## src/pcds_pkg.sv

```systemverilog
// constants and widths shared by the column data shifter
//------------------------------------------------------------
// How it works
//------------------------------------------------------------
// How it works
// - Two 16-stage chains shift together, one stage per falling edge of the shift clock.
// - The even chain loads stage 2 from the even serial input and moves up to stage 32.
// - The odd chain loads stage 1 from the odd serial input and moves up to stage 31.
// - Without a falling shift clock edge the shift stages keep their contents.
// - While the transfer gate is high each of the 32 hold stages follows its shift stage.
// - When the transfer gate falls the hold stages keep their value while it stays low.
// - With force high and permit high every line output is on.
// - With force low and permit high each line output follows its hold stage.
// - With permit low all 32 line outputs are off, overriding force and hold stages.
// - The cascade outputs show stages 31 and 32, independent of gate, force and permit.
package pcds_pkg;
    localparam int          NUM_LINES    = 32;
    localparam int          CHAIN_LEN    = 16;
    localparam int          PAIR_W       = 2;
    localparam int          FIFO_DEPTH   = 8;
    localparam int          ODD_BIT      = 0;
    localparam int          EVEN_BIT     = 1;
    localparam int          CHAIN_STEP   = 2;
    localparam int          LAST_ODD     = 30;
    localparam int          LAST_EVEN    = 31;
    localparam logic [31:0] LINES_OFF    = 32'h0000_0000;
    localparam logic [31:0] LINES_ON     = 32'hffff_ffff;
    localparam logic [31:0] STAGE_RST    = 32'h0000_0000;
endpackage : pcds_pkg

```

## src/pcds_fifo_if.sv

```systemverilog
// valid/ready carrier between the pair buffer and the shifter
`timescale 1ns/10ps
`default_nettype none
interface pcds_fifo_if #(parameter int WIDTH = 2);
    logic             inValid;
    logic             inReady;
    logic [WIDTH-1:0] inData;
    logic             outValid;
    logic             outReady;
    logic [WIDTH-1:0] outData;
    modport src  (output inValid, output inData, input inReady);
    modport fifo (input inValid, input inData, output inReady,
                  output outValid, output outData, input outReady);
    modport snk  (input outValid, input outData, output outReady);
endinterface : pcds_fifo_if
`default_nettype wire

```

## src/pcds_fifo.sv

```systemverilog
// flip-flop fifo with valid and ready on both sides
`timescale 1ns/10ps
`default_nettype none
module pcds_fifo #(
    parameter int WIDTH = 2,
    parameter int DEPTH = 8
) (
    input wire logic  clk,
    input wire logic  rstN,
    pcds_fifo_if.fifo q
);
    localparam int AW = $clog2(DEPTH);
    localparam logic [AW-1:0] LAST_PTR = AW'(DEPTH - 1);
    localparam logic [AW:0]   FULL_CNT = (AW + 1)'(DEPTH);

    typedef struct packed {
        logic [DEPTH-1:0][WIDTH-1:0] mem;
        logic [AW-1:0]               wrPtr;
        logic [AW-1:0]               rdPtr;
        logic [AW:0]                 count;
        logic                        notFull;
    } pcds_fifo_s;

    localparam pcds_fifo_s RST_ST = '{mem: '0, wrPtr: '0, rdPtr: '0, count: '0, notFull: 1'b1};

    pcds_fifo_s st;
    pcds_fifo_s next_st;
    logic       push;
    logic       pop;

    //--------------------------------------------------------
    // next state
    //--------------------------------------------------------
    always_comb begin
        next_st = st;
        push    = q.inValid & st.notFull;
        pop     = (st.count != '0) & q.outReady;
        if (push) begin
            next_st.mem[st.wrPtr] = q.inData;
            next_st.wrPtr = (st.wrPtr == LAST_PTR) ? '0 : st.wrPtr + 1'b1;
        end
        if (pop) begin
            next_st.rdPtr = (st.rdPtr == LAST_PTR) ? '0 : st.rdPtr + 1'b1;
        end
        if (push && !pop) begin
            next_st.count = st.count + 1'b1;
        end else if (pop && !push) begin
            next_st.count = st.count - 1'b1;
        end
        next_st.notFull = (next_st.count != FULL_CNT);
    end

    always_ff @(posedge clk or negedge rstN) begin
        if (!rstN) begin
            st <= RST_ST;
        end else begin
            st <= next_st;
        end
    end

    assign q.inReady  = st.notFull;
    assign q.outValid = (st.count != '0);
    assign q.outData  = st.mem[st.rdPtr];
endmodule : pcds_fifo
`default_nettype wire

```

## src/pcds_top.sv

```systemverilog
// column data shifter: pair buffer, two shift chains, hold stages, line gating
`timescale 1ns/10ps
`default_nettype none
module pcds_top (
    input  wire logic        ref_clk,
    input  wire logic        nrst,
    input  wire logic        shiftClk,
    input  wire logic        serial_in_odd,
    input  wire logic        serial_in_even,
    input  wire logic        transferGate,
    input  wire logic        forceOn,
    input  wire logic        outputPermit,
    output var  logic        pairReady,
    output var  logic        cascade_out_odd,
    output var  logic        cascade_out_even,
    output var  logic [31:0] line_drive
);
    typedef struct packed {
        logic        clkPrev;
        logic [31:0] shift_stage;
        logic [31:0] hold_stage;
        logic [31:0] lineOut;
    } pcds_state_s;

    pcds_state_s st;
    pcds_state_s next_st;
    logic        shiftFall;
    logic        shiftPop;
    logic [31:0] stageIn;

    pcds_fifo_if #(.WIDTH(pcds_pkg::PAIR_W)) fq ();

    //--------------------------------------------------------
    // pair capture on falling shift clock
    //--------------------------------------------------------
    assign shiftFall  = st.clkPrev & ~shiftClk;
    assign fq.inValid = shiftFall;
    assign fq.inData  = {serial_in_even, serial_in_odd};
    // a queued pair moves into the chains on the next edge, gate or not
    assign fq.outReady = 1'b1;
    assign shiftPop    = fq.outValid & fq.outReady;

    pcds_fifo #(
        .WIDTH (pcds_pkg::PAIR_W),
        .DEPTH (pcds_pkg::FIFO_DEPTH)
    ) u_fifo (
        .clk  (ref_clk),
        .rstN (nrst),
        .q    (fq)
    );

    //--------------------------------------------------------
    // chain inputs per stage
    //--------------------------------------------------------
    genvar gi;
    generate
        for (gi = 0; gi < pcds_pkg::NUM_LINES; gi++) begin : g_stage
            if (gi == pcds_pkg::ODD_BIT) begin : g_odd_head
                assign stageIn[gi] = fq.outData[pcds_pkg::ODD_BIT];
            end else if (gi == pcds_pkg::EVEN_BIT) begin : g_even_head
                assign stageIn[gi] = fq.outData[pcds_pkg::EVEN_BIT];
            end else begin : g_body
                assign stageIn[gi] = st.shift_stage[gi - pcds_pkg::CHAIN_STEP];
            end
        end
    endgenerate

    //--------------------------------------------------------
    // next state
    //--------------------------------------------------------
    always_comb begin
        next_st         = st;
        next_st.clkPrev = shiftClk;
        if (shiftPop) begin
            next_st.shift_stage = stageIn;
        end
        if (transferGate) begin
            next_st.hold_stage = st.shift_stage;
        end
        if (!outputPermit) begin
            next_st.lineOut = pcds_pkg::LINES_OFF;
        end else if (forceOn) begin
            next_st.lineOut = pcds_pkg::LINES_ON;
        end else begin
            next_st.lineOut = next_st.hold_stage;
        end
    end

    // stages are cleared at reset only to give a defined start
    always_ff @(posedge ref_clk or negedge nrst) begin
        if (!nrst) begin
            st.clkPrev     <= 1'b0;
            st.shift_stage <= pcds_pkg::STAGE_RST;
            st.hold_stage  <= pcds_pkg::STAGE_RST;
            st.lineOut     <= pcds_pkg::LINES_OFF;
        end else begin
            st <= next_st;
        end
    end

    //--------------------------------------------------------
    // outputs
    //--------------------------------------------------------
    assign pairReady        = fq.inReady;
    assign cascade_out_odd  = st.shift_stage[pcds_pkg::LAST_ODD];
    assign cascade_out_even = st.shift_stage[pcds_pkg::LAST_EVEN];
    assign line_drive       = st.lineOut;
endmodule : pcds_top
`default_nettype wire

```

## config.mk

```make
export PLATFORM = sky130hd
export DESIGN_NAME = pcds_top
export DESIGN_NICKNAME = d
export VERILOG_FILES = /design/src/pcds_pkg.sv /design/src/pcds_fifo_if.sv /design/src/pcds_fifo.sv /design/src/pcds_top.sv
export SDC_FILE = /design/constraint.sdc
export NUM_CORES = 1
export LEC_CHECK = 0
export BUFFER_PORTS_ARGS = -buffer_cell sky130_fd_sc_hd__buf_4
export CAP_MARGIN = 30
export CORE_MARGIN = 8
export CORE_UTILIZATION = 50
export CTS_BUF_LIST = sky130_fd_sc_hd__clkbuf_2 sky130_fd_sc_hd__clkbuf_4 sky130_fd_sc_hd__clkbuf_8
export DETAILED_ROUTE_END_ITERATION = 10
export MAX_ROUTING_LAYER = met4
export PLACE_DENSITY = 0.68
export SYNTH_ARGS = -nofsm -noshare
export SYNTH_HDL_FRONTEND = slang
export SYNTH_HIERARCHICAL = 1
export SYNTH_SLANG_ARGS = --single-unit
export TNS_END_PERCENT = 20
```

## constraint.sdc

```tcl
create_clock -name ref_clk -period 2.24 [get_ports ref_clk]
set_clock_uncertainty 0.1 [all_clocks]
set_input_delay 0 -clock ref_clk [delete_from_list [all_inputs] [get_ports ref_clk]]
set_output_delay 0 -clock ref_clk [all_outputs]
set_load 0.05 [all_outputs]
```

==> impl_summary.md, run 1 <==
Die
The floorplan step defined a die boundary enclosing 0.0142 mm2. Pin placement for this block handled 43 I/O pins. The floorplan step set the die height to 119 um. In this run the core area contains 37 standard-cell rows. The total area inside the core boundary comes to 0.0103 mm2.

For this configuration, the core starts out at a cell density of 0.516. In this run the horizontal extent of the chip is 119 um.

Critical path
The arrival time at the worst endpoint is 2.26 ns. The maximum fanout along the worst path is 15. Counting both buffers and inverters, the worst setup path holds a total of 0. At the worst endpoint, the required time is 2.44 ns. The slowest cell on the critical path is sky130_fd_sc_hd__or4_4. The kind of end point of the critical path is a register.

The path type of the worst setup path is reg -> reg. The number of cells on the worst reg-to-reg path is 4. The highest cell delay on the worst timing path is 0.50 ns. Walking the worst path, the cells encountered are nor2b_1 > nand2_2 > or4_4 > mux2_4.

The critical path starts at st[96]$_DFF_PN0_. The gate family responsible for the most delay along the worst path is simple AND/OR/NAND/NOR gates. The worst setup slack for register-to-register paths is 0.18 ns. The launch instance of the worst register-to-register path is st[96]$_DFF_PN0_. The kind of launch point of the worst setup path is a register.

The critical register-to-register path endpoint is u_fifo/st[11]$_DFFE_PN0P_.

Pwr
The power density over the cells is 1400 mW/mm2. For this design the static power due to leakage is 2.88 nW. Of the total power, the clock network draws 0.270. Cell internal power was estimated by the tool at 0.00595 W.

The worst-case IR drop observed on VDD is 0.864 mV. The part of the power in combinational logic is 0.301. The relative contribution of sequential cells to total power is 0.429.

The switching power share of the total is 0.299. The net switching power is 0.00253 W.

Logic synthesis
The synthesized netlist contains 42 unique library cells. By area the synthesized netlist is led by sky130_fd_sc_hd__dfrtp_1, sky130_fd_sc_hd__mux2_2, sky130_fd_sc_hd__mux2_4. Counting flops and latches in the post-synthesis netlist gives 124. The top cell type's share of synthesized area is 0.577. The number of warnings issued by yosys is 6. Counting flops with a built-in enable in the synthesized netlist gives 0.

The register area share after synthesis is 0.582. Synthesis handed over a netlist of 356 instances. In this run the mean area of a mapped cell was 15.0 um2. The top cell type by total area after synthesis is sky130_fd_sc_hd__dfrtp_1. The flip-flop cell with the highest count after synthesis is sky130_fd_sc_hd__dfrtp_1. The mapped cell area is 0.00533 mm2.

After synthesis, the share of flip-flops with an asynchronous set or reset is 1.00.

Clock tree
The post-cts gate resize count is 0. The root buffer cell chosen for the clock tree is sky130_fd_sc_hd__clkbuf_8. The number of buffers created by CTS is 17. The maximum clock path buffer count is 2. The number of sinks handled by clock tree synthesis is 124.

The clock latency at the later pin of the worst-skew pair is 0.43 ns. The TritonCTS clock tree is built. Buffers added to address setup during post-CTS repair amount to 0. The clock slew at the register clock pins of the worst setup and hold paths is 0.07 ns.

The count of H-tree levels built during CTS is 4.

Global route
The number of global-route vias before repair is 2963. The wire length of the first global-routing pass is 15400 um. Entering global routing, the biggest net connects 51 pins.

The total grt overflow is 0. The number of antenna violations at the first check in global routing is 0. The global router's overall resource usage is 0.141.

STA
The total negative setup slack is 0 ns. For this run, the top clock speed supported by timing is 0.485 GHz. Setup repair after global routing left no endpoint under its margin. The transition time at the pin with the least slew margin is 0.619 ns. The total setup violations reported at the end of the flow is 0. In this run the tightest slew margin relative to its limit is 0.588.

In the finished design, the share of the clock period the worst path needs comes to 0.921. The count of endpoints failing hold in the final timing report came to 0. The final critical delay including setup and external delays is 2.06 ns. The number of slew-limit violations in the final report was 0.

Detailed routing
The total via count after detailed routing is 2747. For this block, the initial DRC count from the detailed router was 191. The antenna violation net count after detailed routing is 0. The final routed wire length divided by cell count is 16.9 um. Dividing the detail-routed via count by the number of cells gives 5.17. The wire length reported by the detailed router is 9000 um. The first detailed-routing pass ran for 4 iterations. For this run, design rule violations remaining after detail routing come to 0.

Layout
0 antenna diodes ended up in the layout. For this run, the post-layout net count is 396. The library cells used most frequently in the layout, excluding fill and tap cells, are sky130_fd_sc_hd__dfrtp_1, sky130_fd_sc_hd__mux2_2, sky130_fd_sc_hd__buf_4.

The library cell used most frequently in the layout, excluding fill and tap cells, is sky130_fd_sc_hd__dfrtp_1. The share of layout cells above drive strength 1 is 0.451. Once layout is complete, the cells apart from fillers number 531. The growth of design area from synthesis to finish is 13.5%.

Worst hold path
The tightest min-delay check is of the in -> async type.

Status
The flow ran to the end, and the final reports show no timing, DRC or antenna violations.

Place
The count of buffers added on input and output ports is 42. After legalization and detailed placement, the total HPWL measured 5540 um. The total placed cells including tap cells is 491. The weighted congestion reported at the end of routability-driven placement is 0.759.

Job
The tool flagged a number of max-cap violations equal to 0.
[power groups by stage]
stage,logic (W),clock network (W),registers [W]
6_report,0.00255,0.00229,0.00364
5_1_grt,0.00277,0.00247,0.00378
4_1_cts,0.00258,0.00236,0.00365
3_5_place_dp,0.00254,0,0.00368
3_3_place_gp,0.00249,0,0.00365
2_1_floorplan,0.00218,0,0.00354
[worst register-to-register path: cells and delay by family, from the launching register on]
family | cells | cell delay, ns
DFF | 1 | 0.32
muxes | 1 | 0.32
and+or+nand+nor | 3 | 1.21
[worst max-delay path by stage]
stage	to	depth (start not counted)
after floorplan	u_fifo/st[11]$_DFFE_PN0P_	4
after global placement	u_fifo/q.inReady$_DFF_PN1_	7
after detailed placement	u_fifo/q.inReady$_DFF_PN1_	7
after CTS	u_fifo/q.inReady$_DFF_PN1_	7
after global routing	u_fifo/q.inReady$_DFF_PN1_	7
final	u_fifo/st[11]$_DFFE_PN0P_	4
[per-layer routing]
layer | vias to the layer above | wire, um | part of all wire | global-route usage
met5 | - | 0 | 0 | -
met4 | 0 | 108 | 0.012 | 0.0553
met3 | 9 | 399 | 0.044 | 0.0510
met2 | 52 | 4320 | 0.48 | 0.209
met1 | 1406 | 4180 | 0.46 | 0.173
li1 | 1280 | - | - | -
[repair_timing]
action                     in CTS  in global routing
hold endpoints to repair      173                  0
hold buffers                    8                  0
setup endpoints to repair       0                  0
[registers in the layout, summed over array words and instances, names as in the netlist]
signal            cells
cascade_out_even      1
st                   63
cascade_out_odd       1
u_fifo/q.inReady      1
u_fifo/st            26
line_drive           32
[cell families after synthesis]
logic type               after synthesis  share of synthesized area
flip-flops                           124                      0.582
buffers and inverters                 54                     0.0746
AND/OR/NAND/NOR                       34                     0.0397
other                                  1                   0.000704
AO/OA/AOI/OAI                         47                     0.0674
multiplexers                          90                      0.221
adder cells (fa/ha/maj)                6                     0.0141
[synth_stat cells (2+ instances only)]
| cell | instances |
|---|---|
| sky130_fd_sc_hd__a211oi_1 | 2 |
| sky130_fd_sc_hd__a21bo_2 | 2 |
| sky130_fd_sc_hd__a21o_1 | 2 |
| sky130_fd_sc_hd__a21oi_1 | 2 |
| sky130_fd_sc_hd__a31o_2 | 2 |
| sky130_fd_sc_hd__and2_1 | 2 |
| sky130_fd_sc_hd__and3_1 | 3 |
| sky130_fd_sc_hd__buf_12 | 3 |
| sky130_fd_sc_hd__buf_4 | 35 |
| sky130_fd_sc_hd__buf_6 | 2 |
| sky130_fd_sc_hd__clkbuf_1 | 9 |
| sky130_fd_sc_hd__dfrtp_1 | 123 |
| sky130_fd_sc_hd__ha_1 | 6 |
| sky130_fd_sc_hd__inv_1 | 4 |
| sky130_fd_sc_hd__mux2_1 | 2 |
| sky130_fd_sc_hd__mux2_2 | 52 |
| sky130_fd_sc_hd__mux2_4 | 32 |
| sky130_fd_sc_hd__mux4_2 | 4 |
| sky130_fd_sc_hd__nand2_1 | 2 |
| sky130_fd_sc_hd__nand2b_1 | 2 |
| sky130_fd_sc_hd__nand3_1 | 3 |
| sky130_fd_sc_hd__nor2_1 | 5 |
| sky130_fd_sc_hd__nor3_1 | 6 |
| sky130_fd_sc_hd__o21a_1 | 32 |
| sky130_fd_sc_hd__or4_4 | 2 |
[metrics by stage]
step                      cell area [um2]  hold slack [ns]   util  setup slack, ns  power [W]
after detailed placement             5490           -0.105  0.532            0.191    0.00622
after floorplan                      5330           -0.396      -            0.265    0.00572
after global placement               5490           -0.108  0.532            0.280    0.00614
after CTS                            6050           0.0211  0.586            0.195    0.00859
final                                6050           0.0406  0.586            0.177    0.00848
after global routing                 6050           0.0243  0.586           0.0929    0.00901
[cell type report]
| type | instances | area (um2) |
|---|---|---|
| Clock inverter | 13 | 221 |
| Clock buffer | 19 | 249 |
| Fill cell | 808 | 4270 |
| Sequential cell | 124 | 3100 |
| Inverter | 5 | 18.8 |
| Multi-Input combinational cell | 179 | 1830 |
| Tap cell | 136 | 170 |
| Timing Repair Buffer | 55 | 455 |
Note: power is estimated with default switching activity, not from simulation.
==> inputs of run 2 (changes only) <==
--- a/config.mk
+++ b/config.mk
@@ -7,12 +7,13 @@
 export LEC_CHECK = 0
 export BUFFER_PORTS_ARGS = -buffer_cell sky130_fd_sc_hd__buf_4
 export CAP_MARGIN = 30
+export CORE_ASPECT_RATIO = 1.2
 export CORE_MARGIN = 8
-export CORE_UTILIZATION = 50
+export CORE_UTILIZATION = 43
 export CTS_BUF_LIST = sky130_fd_sc_hd__clkbuf_2 sky130_fd_sc_hd__clkbuf_4 sky130_fd_sc_hd__clkbuf_8
 export DETAILED_ROUTE_END_ITERATION = 10
 export MAX_ROUTING_LAYER = met4
-export PLACE_DENSITY = 0.68
+export PLACE_DENSITY = 0.6
 export SYNTH_ARGS = -nofsm -noshare
 export SYNTH_HDL_FRONTEND = slang
 export SYNTH_HIERARCHICAL = 1
==> impl_summary.md, run 2 (synthesized netlist as in run 1, its figures left out) <==
Place
Routability-driven placement finished with a final weighted congestion of 0.817. Port buffering added 42 buffers. The wire-length estimate of the detail-placed layout is 5360 um. Counting tap cells, the placed design contains a total of 513 instances.

Pwr
VDD sags by at most 0.512 mV. The analysis attributes to cell leakage a power of 2.83 nW. The power density over the cells is 1340 mW/mm2. The post-route total power is 0.00807 W.

Layout
The repair_antennas step left the layout with diodes totalling 0. Counting flops per register, the top entry is st. Of the cells placed in the final design, the portion with a size suffix greater than 1 is 0.445. Leaving out fill and tap cells, the most frequent cell in the layout is sky130_fd_sc_hd__dfrtp_1.

The register with the most flip-flops in the layout has 63 of them. The area growth from synthesis to layout is 12.7%. The top cell types in the final layout, fill and taps aside, are sky130_fd_sc_hd__dfrtp_1, sky130_fd_sc_hd__mux2_2, sky130_fd_sc_hd__buf_4. In the final design database the tool counted 394 nets. The number of standard cells in the layout, taps in and fillers out is 554. The total of fill cells in the finished design is 1063.

Clock tree
The CTS root buffer is sky130_fd_sc_hd__clkbuf_8. The clock latency at the later pin of the worst-skew pair is 0.42 ns. Counting every sink on the clock net gives 124. The post-cts gate resize count is 0. The TritonCTS clock tree is built. The clock slew at the register clock pins of the worst setup and hold paths is 0.07 ns. The number of buffers created by CTS is 17. The maximum clock path buffer count is 2. The H-tree generated during clock tree synthesis spans 4 levels.

Global route
The global router's overall resource usage is 0.122. Global routing finished with a remaining overflow of 0. The number of global-route vias before repair was 3019. The pin count of the biggest net entering global routing is 100. The number of antenna violations at the first check in global routing is 0. The first global-routing pass estimated 15400 um of wire.

Die
The total I/O pin count is 43. In this run the core area contains 44 standard-cell rows. The effective utilization at floorplan is 0.440. The die covers 0.0162 mm2. From bottom edge to top edge, the die measures 138 um.

The area of the core region is 0.0121 mm2. The die is 118 um wide.

STA
The count of endpoints failing hold in the final timing report is 0. Dividing the final minimum period by the clock period gives 0.905. The total negative setup slack is 0 ns. The worst path needs 2.03 ns of the cycle, external delays included. The maximum achievable frequency is 0.493 GHz.

At the pin with the least slew margin, the transition time is 0.612 ns. Setup repair after global routing left no endpoint under its margin. Setup violations remaining at the end of the flow were counted as 0. The number of slew-limit violations in the final report came to 0. The worst pin sits at a relative slew slack of 0.592.

Job
The number of max-cap violations is 0.

Detailed routing
The sum of routed wire segments on met1 is 4070 um. Detailed routing placed a total of 380 um of wire on met3. Wires add up to 8790 um. In this run the top signal layer used is met4.

After detailed routing, the number of vias per cell comes to 5.00. The final routed wire length divided by cell count is 15.9 um. The initial DRC count is 100. The total via count after detailed routing is 2772. Before antenna repair, the detailed router went through 4 iterations. In the routed design, unresolved DRC markers number 0. The antenna violation net count after detailed routing is 0. The routed wire length on met2 is 4210 um.

Critical path
The kind of end point of the critical path is a register. The arrival time at the worst endpoint is 2.27 ns. The maximum fanout along the worst path is 8.

The path type of the worst setup path is reg -> reg. For the worst setup path, the data required time is 2.49 ns. The kind of launch point of the worst setup path is a register.

Worst hold path
The path class of the tightest hold or removal check is in -> reg.

Status
The run finished with clean final reports.
## run 2: changes by cell type in the layout (fill, tap and decap cells not counted), moves of 2 or more
cell	previous run	this run
sky130_fd_sc_hd__bufinv_16	6	2
sky130_fd_sc_hd__clkinv_4	1	4
sky130_fd_sc_hd__clkinvlp_4	1	3
sky130_fd_sc_hd__buf_4	46	42
sky130_fd_sc_hd__clkbuf_4	2	0
## run 2: cell type report
class | count | area (um2) | share of cell area
timing repair buffer | 53 | 455 | 0.0758
sequential | 124 | 3100 | 0.517
clock inverter | 14 | 146 | 0.0244
multi-input combinational | 179 | 1830 | 0.305
tap | 161 | 201 | 0.0335
clock buffer | 18 | 248 | 0.0413
inverter | 5 | 18.8 | 0.00313
## run 2: worst paths after layout
check / end / depth (start not counted) / slack (ns) / start
setup / recovery: u_fifo/q.inReady$_DFF_PN1_ / 7 / 0.21 / u_fifo/st[2]$_DFF_PN0_
min in group asynchronous: st[47]$_DFF_PN0_ / 4 / 0.50 / nrst
hold reg to reg: st[38]$_DFF_PN0_ / 1 / 0.40 / st[38]$_DFF_PN0_
max in group asynchronous: u_fifo/q.inReady$_DFF_PN1_ / 4 / 1.01 / nrst
hold / removal: st[47]$_DFF_PN0_ / 2 / 0.09 / transferGate
setup reg to reg: u_fifo/q.inReady$_DFF_PN1_ / 7 / 0.21 / u_fifo/st[2]$_DFF_PN0_
## run 2: metrics by stage
stage                      util  instance area, um2  hold WS, ns  setup WS, ns
after global routing      0.496                6010       0.0780        0.0730
after global placement    0.455                5510       -0.171         0.302
after detailed placement  0.455                5510       -0.171         0.237
final                     0.496                6010       0.0906         0.213
after CTS                 0.496                6010       0.0650         0.226
after floorplan               -                5330       -0.396         0.265
## run 2: repair_timing
item | in CTS | in global routing
hold buffers | 9 | 0
buffers inserted | 0 | 0
hold endpoints to repair | 172 | 0
## run 2: critical path: stages (launching register included)
cell                        delay, ns
sky130_fd_sc_hd__dfrtp_1         0.44
sky130_fd_sc_hd__inv_1           0.09
sky130_fd_sc_hd__ha_1            0.19
sky130_fd_sc_hd__nor3b_2         0.18
sky130_fd_sc_hd__inv_2           0.15
sky130_fd_sc_hd__a211oi_1        0.10
sky130_fd_sc_hd__or4_4           0.52
sky130_fd_sc_hd__nand4bb_1       0.19
## run 2: layer usage
layer,vias to the layer above,global-route usage
li1,1277,-
met1,1429,0.143
met2,53,0.188
met3,13,0.0432
met4,0,0.0527
met5,-,-
## run 2: where the power goes
group          switching [W]  internal (W)
Sequential          0.000542       0.00310
Clock               0.000882       0.00102
Combinational        0.00113       0.00140
